--- config.mk ---
export PLATFORM = sky130hd
export DESIGN_NAME = adcs_top
export DESIGN_NICKNAME = d
export VERILOG_FILES = /design/src/shared/adcs_pkg.sv /design/src/core/adcs_top.sv
export SDC_FILE = /design/constraint.sdc
export NUM_CORES = 1
export LEC_CHECK = 0
export BUFFER_PORTS_ARGS = -buffer_cell sky130_fd_sc_hd__buf_4
export CAP_MARGIN = 30
export CORE_MARGIN = 2
export CORE_UTILIZATION = 50
export CTS_CLUSTER_DIAMETER = 100
export CTS_CLUSTER_SIZE = 20
export DETAILED_ROUTE_END_ITERATION = 16
export GPL_TIMING_DRIVEN = 0
export MAX_ROUTING_LAYER = met4
export PLACE_DENSITY = 0.71
export SETUP_SLACK_MARGIN = 0.2
export SLEW_MARGIN = 5
export SYNTH_ARGS = -nofsm -noshare
export SYNTH_HDL_FRONTEND = slang
export SYNTH_SLANG_ARGS = --single-unit
--- constraint.sdc ---
create_clock -name clk -period 4.02 [get_ports clk]
set_clock_uncertainty 0.05 [all_clocks]
set_input_delay 0.402 -clock clk [delete_from_list [all_inputs] [get_ports clk]]
set_output_delay 0.402 -clock clk [all_outputs]
set_load 0.02 [all_outputs]
--- src/shared/adcs_pkg.sv ---
package adcs_pkg;

  // register byte offsets
  localparam logic [7:0] ADCS_OFF_CTRL0 = 8'h00;
  localparam logic [7:0] ADCS_OFF_CTRL1 = 8'h04;
  localparam logic [7:0] ADCS_OFF_CTRL2 = 8'h08;
  localparam logic [7:0] ADCS_OFF_RES_HI = 8'h0C;
  localparam logic [7:0] ADCS_OFF_RES_LO = 8'h10;
  localparam logic [7:0] ADCS_OFF_INTC = 8'h14;
  localparam logic [7:0] ADCS_OFF_OPTMAP = 8'h18;
  localparam logic [7:0] ADCS_OFF_CAL_ADDR = 8'h1C;
  localparam logic [7:0] ADCS_OFF_CAL_DATA = 8'h20;

  // converter_control_0 field positions
  localparam int ADCS_C0_START = 7;
  localparam int ADCS_C0_BUSY = 6;
  localparam int ADCS_C0_PWR = 5;
  localparam int ADCS_C0_ALIGN = 4;
  // converter_control_1 field positions
  localparam int ADCS_C1_SRC_LSB = 5;
  localparam int ADCS_C1_DIV_LSB = 2;
  // converter_control_2 field positions
  localparam int ADCS_C2_TEMP_SENSOR_ENABLE = 7;
  localparam int ADCS_C2_LOWCUR = 6;
  // interrupt control field positions
  localparam int ADCS_IC_ENABLE = 0;
  localparam int ADCS_IC_FLAG = 1;

  // source select codes
  localparam logic [2:0] ADCS_SRC_EXT_A = 3'h0;
  localparam logic [2:0] ADCS_SRC_EXT_B = 3'h6;
  localparam logic [2:0] ADCS_SRC_TEMP = 3'h2;
  localparam logic [2:0] ADCS_SRC_FORBID = 3'h7;

  // phase lengths in converter clock periods
  localparam logic [5:0] ADCS_SAMPLE_NORMAL = 6'h04;
  localparam logic [5:0] ADCS_SAMPLE_TEMP = 6'h2E;
  localparam logic [5:0] ADCS_CONVERT_LEN = 6'h0C;

  // calibration words in mapped program memory
  localparam logic [13:0] ADCS_CAL_SLOPE_HI = 14'h3FD5;
  localparam logic [13:0] ADCS_CAL_SLOPE_LO = 14'h3FD6;
  localparam logic [13:0] ADCS_CAL_TOS_HI = 14'h3FD7;
  localparam logic [13:0] ADCS_CAL_TOS_LO = 14'h3FD8;

  // reset values
  localparam logic [7:0] ADCS_RST_BYTE = 8'h00;
  localparam logic [6:0] ADCS_RST_DIV = 7'h00;

  typedef enum logic [1:0] {
    ADCS_IDLE = 2'b00,
    ADCS_SAMPLE = 2'b01,
    ADCS_CONVERT = 2'b10
  } adcs_phase_t;

  // signals to the analog converter and sensor
  typedef struct packed {
    logic power;
    logic sample;
    logic convert;
    logic temp_sensor_enable;
    logic low_current_conv_mode;
    logic route_external;
    logic [3:0] external_channel_select;
    logic [2:0] input_source_select;
    logic [1:0] reference_source_select;
  } adcs_analog_t;

  // whole module state
  typedef struct packed {
    logic [7:0] ctrl0;
    logic [7:0] ctrl1;
    logic [7:0] ctrl2;
    logic [7:0] res_hi;
    logic [7:0] res_lo;
    logic int_enable;
    logic int_flag;
    logic optmap;
    logic [13:0] cal_addr;
    logic start_prev;
    adcs_phase_t phase;
    logic [6:0] div_cnt;
    logic [5:0] phase_cnt;
    logic ack;
    logic [31:0] rdata;
    adcs_analog_t ana;
  } adcs_state_t;

endpackage : adcs_pkg

--- src/core/adcs_top.sv ---
// The Wishbone register port and the placing of the registers were left to the implementer.
`timescale 1ns/1ns
// Functional notes
// - external inputs: 4 sample, 12 convert periods
// - temperature sensor: 46 sample, 12 convert
// - conversion runs autonomously after start
// - start pulse low-high-low begins conversion
// - busy high during conversion, then results valid
// - enable cleared powers converter down
// - 12-bit unsigned code, full scale FFF
// - alignment bit selects result placement
// - slope stored at 3FD5H, 3FD6H
// - offset stored at 3FD7H, 3FD8H
// - calibration readable only while mapping enabled
// - divider code gives divide 1 to 128
// - codes 000,110 route external; 111 refused
module adcs_top
  import adcs_pkg::*;
#(
  parameter logic [15:0] CAL_SLOPE = 16'h1000,
  parameter logic [11:0] CAL_TOS = 12'h000
) (
  input wire logic clk,
  input wire logic reset,
  input wire logic wb_cyc_i,
  input wire logic wb_stb_i,
  input wire logic wb_we_i,
  input wire logic [7:0] wb_adr_i,
  input wire logic [3:0] wb_sel_i,
  input wire logic [31:0] wb_dat_i,
  output logic [31:0] wb_dat_o,
  output logic wb_ack_o,
  input wire logic [11:0] adc_code,
  output adcs_analog_t analog,
  output logic conversion_busy_flag,
  output logic conversion_interrupt_flag
);

  adcs_state_t s_q;
  adcs_state_t s_d;

  logic req;
  logic wr;
  logic [7:0] wb;
  logic div_tick;
  logic [6:0] div_max;
  logic [5:0] sample_len;
  logic [2:0] src_sel;
  logic [2:0] new_src;
  logic start_now;
  logic start_fall;
  logic conv_done;
  logic [7:0] cal_byte;

  // bus request decode; writes land at the edge the master sees ack
  assign req = wb_cyc_i & wb_stb_i;
  assign wr = req & wb_we_i & s_q.ack & wb_sel_i[0];
  assign wb = wb_dat_i[7:0];

  // converter clock tick from power-of-two divider
  assign div_max = 7'((8'h01 << s_q.ctrl1[ADCS_C1_DIV_LSB +: 3]) - 8'h01);
  assign div_tick = (s_q.div_cnt >= div_max);

  // sampling length picked by the selected input
  assign src_sel = s_q.ctrl1[ADCS_C1_SRC_LSB +: 3];
  assign sample_len = (src_sel == ADCS_SRC_TEMP) ? ADCS_SAMPLE_TEMP : ADCS_SAMPLE_NORMAL;

  // start bit falling edge starts, rising edge aborts
  assign start_now = s_q.ctrl0[ADCS_C0_START];
  assign start_fall = s_q.start_prev & ~start_now;
  assign conv_done = (s_q.phase == ADCS_CONVERT) & div_tick & (s_q.phase_cnt == ADCS_CONVERT_LEN - 6'h01);

  // source write keeps old value when forbidden code is given
  assign new_src = (wb[ADCS_C1_SRC_LSB +: 3] == ADCS_SRC_FORBID) ? src_sel : wb[ADCS_C1_SRC_LSB +: 3];

  // calibration byte lookup, gated by mapping enable
  always_comb begin
    cal_byte = ADCS_RST_BYTE;
    if (s_q.optmap) begin
      if (s_q.cal_addr == ADCS_CAL_SLOPE_HI) begin
        cal_byte = CAL_SLOPE[15:8];
      end else if (s_q.cal_addr == ADCS_CAL_SLOPE_LO) begin
        cal_byte = CAL_SLOPE[7:0];
      end else if (s_q.cal_addr == ADCS_CAL_TOS_HI) begin
        cal_byte = CAL_TOS[11:4];
      end else if (s_q.cal_addr == ADCS_CAL_TOS_LO) begin
        cal_byte = {4'h0, CAL_TOS[3:0]};
      end
    end
  end

  // next-state logic
  always_comb begin
    s_d = s_q;
    s_d.start_prev = start_now;

    // one-cycle ack, dropped the cycle after it was given
    s_d.ack = req & ~s_q.ack;
    s_d.rdata = 32'h0000_0000;
    if (req & ~s_q.ack & ~wb_we_i) begin
      if (wb_adr_i == ADCS_OFF_CTRL0) begin
        s_d.rdata[7:0] = s_q.ctrl0;
      end else if (wb_adr_i == ADCS_OFF_CTRL1) begin
        s_d.rdata[7:0] = s_q.ctrl1;
      end else if (wb_adr_i == ADCS_OFF_CTRL2) begin
        s_d.rdata[7:0] = s_q.ctrl2;
      end else if (wb_adr_i == ADCS_OFF_RES_HI) begin
        s_d.rdata[7:0] = s_q.res_hi;
      end else if (wb_adr_i == ADCS_OFF_RES_LO) begin
        s_d.rdata[7:0] = s_q.res_lo;
      end else if (wb_adr_i == ADCS_OFF_INTC) begin
        s_d.rdata[ADCS_IC_ENABLE] = s_q.int_enable;
        s_d.rdata[ADCS_IC_FLAG] = s_q.int_flag;
      end else if (wb_adr_i == ADCS_OFF_OPTMAP) begin
        s_d.rdata[0] = s_q.optmap;
      end else if (wb_adr_i == ADCS_OFF_CAL_ADDR) begin
        s_d.rdata[13:0] = s_q.cal_addr;
      end else if (wb_adr_i == ADCS_OFF_CAL_DATA) begin
        s_d.rdata[7:0] = cal_byte;
      end
    end

    // register writes; busy bit is read-only
    if (wr) begin
      if (wb_adr_i == ADCS_OFF_CTRL0) begin
        s_d.ctrl0 = {wb[7], s_q.ctrl0[ADCS_C0_BUSY], wb[5:0]};
      end else if (wb_adr_i == ADCS_OFF_CTRL1) begin
        s_d.ctrl1 = {new_src, wb[4:0]};
      end else if (wb_adr_i == ADCS_OFF_CTRL2) begin
        s_d.ctrl2 = {wb[7:6], 6'h00};
      end else if (wb_adr_i == ADCS_OFF_INTC) begin
        s_d.int_enable = wb[ADCS_IC_ENABLE];
        s_d.int_flag = s_q.int_flag & wb[ADCS_IC_FLAG];
      end else if (wb_adr_i == ADCS_OFF_OPTMAP) begin
        s_d.optmap = wb[0];
      end else if (wb_adr_i == ADCS_OFF_CAL_ADDR) begin
        s_d.cal_addr = wb_dat_i[13:0];
      end
    end

    // divider free-runs only inside a conversion
    if (s_q.phase == ADCS_IDLE || div_tick) begin
      s_d.div_cnt = ADCS_RST_DIV;
    end else begin
      s_d.div_cnt = 7'(s_q.div_cnt + 7'h01);
    end

    // conversion sequencer, independent of the bus
    case (s_q.phase)
      ADCS_IDLE: begin
        if (start_fall & s_q.ctrl0[ADCS_C0_PWR]) begin
          s_d.phase = ADCS_SAMPLE;
          s_d.phase_cnt = 6'h00;
        end
      end
      ADCS_SAMPLE: begin
        if (div_tick) begin
          if (s_q.phase_cnt == sample_len - 6'h01) begin
            s_d.phase = ADCS_CONVERT;
            s_d.phase_cnt = 6'h00;
          end else begin
            s_d.phase_cnt = 6'(s_q.phase_cnt + 6'h01);
          end
        end
      end
      ADCS_CONVERT: begin
        if (div_tick) begin
          s_d.phase_cnt = 6'(s_q.phase_cnt + 6'h01);
        end
        if (conv_done) begin
          s_d.phase = ADCS_IDLE;
          // result placement by alignment bit
          if (s_q.ctrl0[ADCS_C0_ALIGN]) begin
            s_d.res_hi = {4'h0, adc_code[11:8]};
            s_d.res_lo = adc_code[7:0];
          end else begin
            s_d.res_hi = adc_code[11:4];
            s_d.res_lo = {adc_code[3:0], 4'h0};
          end
          s_d.int_flag = 1'b1;
        end
      end
      default: begin
        s_d.phase = ADCS_IDLE;
      end
    endcase

    // rising start edge or power-off aborts
    if ((start_now & ~s_q.start_prev) | ~s_q.ctrl0[ADCS_C0_PWR]) begin
      s_d.phase = ADCS_IDLE;
      s_d.phase_cnt = 6'h00;
    end

    // busy mirrors the sequencer
    s_d.ctrl0[ADCS_C0_BUSY] = (s_d.phase != ADCS_IDLE);

    // analog side controls
    s_d.ana.power = s_q.ctrl0[ADCS_C0_PWR];
    s_d.ana.sample = (s_d.phase == ADCS_SAMPLE);
    s_d.ana.convert = (s_d.phase == ADCS_CONVERT);
    s_d.ana.temp_sensor_enable = s_q.ctrl2[ADCS_C2_TEMP_SENSOR_ENABLE];
    s_d.ana.low_current_conv_mode = s_q.ctrl2[ADCS_C2_LOWCUR];
    s_d.ana.route_external = s_q.ctrl0[ADCS_C0_PWR] &
      ((src_sel == ADCS_SRC_EXT_A) | (src_sel == ADCS_SRC_EXT_B));
    s_d.ana.external_channel_select = s_q.ctrl0[3:0];
    s_d.ana.input_source_select = src_sel;
    s_d.ana.reference_source_select = s_q.ctrl1[1:0];
  end

  // state register
  always_ff @(posedge clk or posedge reset) begin
    if (reset) begin
      s_q <= '0;
    end else begin
      s_q <= s_d;
    end
  end

  // outputs straight from state flops
  assign wb_dat_o = s_q.rdata;
  assign wb_ack_o = s_q.ack;
  assign analog = s_q.ana;
  assign conversion_busy_flag = s_q.ctrl0[ADCS_C0_BUSY];
  assign conversion_interrupt_flag = s_q.int_flag;

endmodule : adcs_top

==> summary.md <==
| Metric | Value |
|---|---|
| Status | completed |
| First-pass GRT wire length | 16500 um |
| Worst Hold Class | primary input to async pin |
| Max Cap Violations | 0 |
| Effective utilization at floorplan | 0.518 |
| Post-DR wirelength/cell | 15.0 um |
| Dominant synthesized flop cell | dfrtp_1 |
| R2R Setup Slk | 0.97 ns |
| WP data arrival | 3.29 ns |
| Cell taking the most area after synthesis | dfrtp_1 |
| Clock latency on the worst-skew pair | between 0.3 and 0.4 ns |
| Initial antenna violation count | 0 |
| CP cell instances | clkbuf_1, o21ai_0, ha_1, a21o_1, a221o_1, a41oi_1, buf_2, o31ai_2, a311oi_4, nor2b_1 |
| Count leader, synth | dfrtp_1 |
| Syn Area/Cell | 10.7 um^2 |
| Number of H-tree levels | 3 |
| Vias in the first global route | 3312 |
| YS warnings | 0 |
| Row cnt | 35 |
| Relative slew slack | 0.606 |
| Pwr Density | 286 nW/um^2 |
| DR pass1 iterations | 4 |
| Register area share after synthesis | 0.503 |
| Synth cell count leaders | dfrtp_1 (97), nand2_1 (50), buf_4 (49) |
| FF/Latch Area | 2430 um^2 |
| Gate Count Post-Synth | 451 |
| FF-to-FF End | analog[12] |
| Worst slew pin tran | between 0.5 and 0.6 ns |
| Die area | approximately 10000 um^2 |
| Post-CTS setup buffer count | 0 |
| Synthesized area | 4830 um^2 |
| Gr usage total | 0.212 |
| Worst path max stage delay | 0.37 ns |
| Area share of the largest cell type after synthesis | 0.503 |
| Clk buf depth | 2 |
| Syn-to-layout area delta | 19.7% |
| Vias/cell | 5.19 |
| Seq cells post-synth | 97 |
| Final nets | 624 |
| RSZ-0062 raised after global routing | false |
| Synth async-reset ratio | 1.00 |
| Ports | 111 |
| Number of synthesized flops with an enable pin | 0 |
| Leak | ~0.0029 uW |
| Setup crit start kind | flip-flop |
| Share of cells above drive strength 1 | 0.323 |
| Slowest-stage cell, CP | a311oi_4 |
| Core area | 9330 um^2 |
| CTS tree | built |
| Delay-heaviest family, CP | compound AO/OA/AOI/OAI gates |
| Detailed-route via count | 3548 |
| Fin crit share | 0.760 |
| Peak Freq | 327 MHz |
| Die height | 102 um |
| Final setup TNS | 0 ns |
| Worst setup EP type | flip-flop |
| CP Buf/Inv Count | 2 |
| RR Startpoint | s_q[109] |
| Count of final hold-check violations | 0 |
| N_diodes | 0 |
| DRC viols | 0 |
| Worst Setup SP | s_q[109] |
| Initial DRC count | around 140 |
| Placer Congestion | 0.870 |
| Area occupied by multi-input gates | ~2000 um^2 |
| Reg clk slew, reported paths | 0.09 ns |
| Maximum vdd drop | 140 uV |
| Post-CTS Hold Buffers | 0 |
| Post-placement cell count | 668 |
| CP Data Required Time | 4.26 ns |
| Max Slew Vio Count | 0 |
| CTS Buf Count | 9 |
| CTS root buf | clkbuf_8 |
| Die width | 102 um |
| Crit path max fanout | 10 |
| Final setup fails | 0 |
| # fillers | 809 |
| IO buf count | 70 |
| Final wirelength | 10200 um |
| Top cells by area, synth | dfrtp_1 (50%), buf_4 (7.6%), mux2_2 (6.8%), nand2_1 (3.9%), ha_1 (3.4%) |
| Post-cts resize count | 0 |
| GR Overflow Total | 0 |
| Largest net degree at the start of global routing | 52 |
| Clock sink total | 97 |
| Final cell count without fillers | 683 |
| Worst-case reg-to-reg path depth | 10 |
| Routed Antenna Nets | 0 |
| Setup Crit Path Kind | flip-flop to flip-flop |
| Post-synth cell types | 55 |
| Period minus WS final | 3.05 ns |
| Post-DP HPWL | approximately 7900 um |
[per-stage QoR]
step,worst slack (ns),power [uW],util,cell area [um^2],hold slack (ns)
2_1_floorplan,1.03,1060,-,4890,0.304
3_3_place_gp,0.0333,1110,0.598,5580,0.313
3_5_place_dp,1.01,1110,0.601,5610,0.327
4_1_cts,0.990,1670,0.620,5780,0.0751
5_1_grt,0.812,1730,0.620,5780,0.103
6_report,0.966,1660,0.620,5780,0.0643
[flip-flops by register name (all words and copies together), names as in the netlist]
register / cells
s_d: 13
conversion_busy_flag: 1
s_q: 52
analog: 15
wb_dat_o: 14
wb_ack_o: 1
conversion_interrupt_flag: 1
[placed cells by master (no fill, tap or decap), types with 3 or more instances in the layout]
cell | synthesis | layout
a22oi_1 | 5 | 5
inv_1 | 15 | 14
nor2b_1 | 7 | 7
xor2_1 | 3 | 3
a22o_1 | 4 | 4
and2_1 | 9 | 9
xnor2_1 | 3 | 3
nand2_1 | 50 | 50
nand4_1 | 5 | 5
conb_1 | 1 | 18
mux2_2 | 29 | 29
a21oi_1 | 11 | 11
ha_1 | 13 | 13
clkbuf_8 | 0 | 10
nor3b_1 | 3 | 3
buf_4 | 49 | 119
and3_1 | 4 | 4
or2_2 | 3 | 3
o21ai_0 | 30 | 30
nand2b_1 | 4 | 4
nor2_1 | 20 | 20
nor3_1 | 6 | 6
clkinvlp_4 | 0 | 3
or3_1 | 3 | 3
dfrtp_1 | 97 | 97
a221oi_1 | 6 | 6
nand3_1 | 11 | 11
o22a_1 | 3 | 3
mux2i_1 | 9 | 9
clkbuf_1 | 10 | 10
a31oi_1 | 4 | 4
[kinds of logic (layout without fill, tap and decap cells)]
family | Yosys count | after routing | synth area share
AO/OA/AOI/OAI | 83 | 83 | 0.118
XOR/XNOR | 6 | 6 | 0.0109
adder cells (fa/ha/maj) | 13 | 13 | 0.0337
buffers and inverters | 76 | 162 | 0.0977
flip-flops | 97 | 97 | 0.503
multiplexers | 39 | 39 | 0.0909
other | 1 | 18 | 0.000776
AND/OR/NAND/NOR | 136 | 136 | 0.145
[area by class of cell]
cell class              instances  share of cell area
repair buffers                 71              0.0957
clock inverters                 5             0.00563
multi-input cells             295               0.345
flip-flops and latches         97               0.420
clock buffers                  10              0.0238
plain buffers                  61              0.0719
well taps                     129              0.0279
inverters                      15              0.0102
[worst max path at each step]
| stage | end | slack, ns | depth (start not counted) |
|---|---|---|---|
| 3_3_place_gp | s_q[77] | 0.03 | 2 |
| 4_1_cts | conversion_busy_flag | 0.99 | 10 |
| 6_report | analog[12] | 0.97 | 10 |
| 3_5_place_dp | conversion_busy_flag | 1.01 | 10 |
| 5_1_grt | conversion_busy_flag | 0.81 | 10 |
| 2_1_floorplan | analog[0] | 1.03 | 1 |
[metal layers]
layer  vias to the layer above  part of all wire  global-route usage
met2                       100              0.46               0.313
met3                        17             0.058              0.0390
met1                      1712              0.47               0.299
li1                       1719                 -                   -
met5                         -                 0                   -
met4                         0             0.018              0.0687
[report_power, final]
part           internal, uW  total [uW]  switching (uW)
logic                  49.9         116            66.4
registers               976         978            1.40
clock network           236         562             326
No activity file was read; power rests on OpenSTA's default activity.
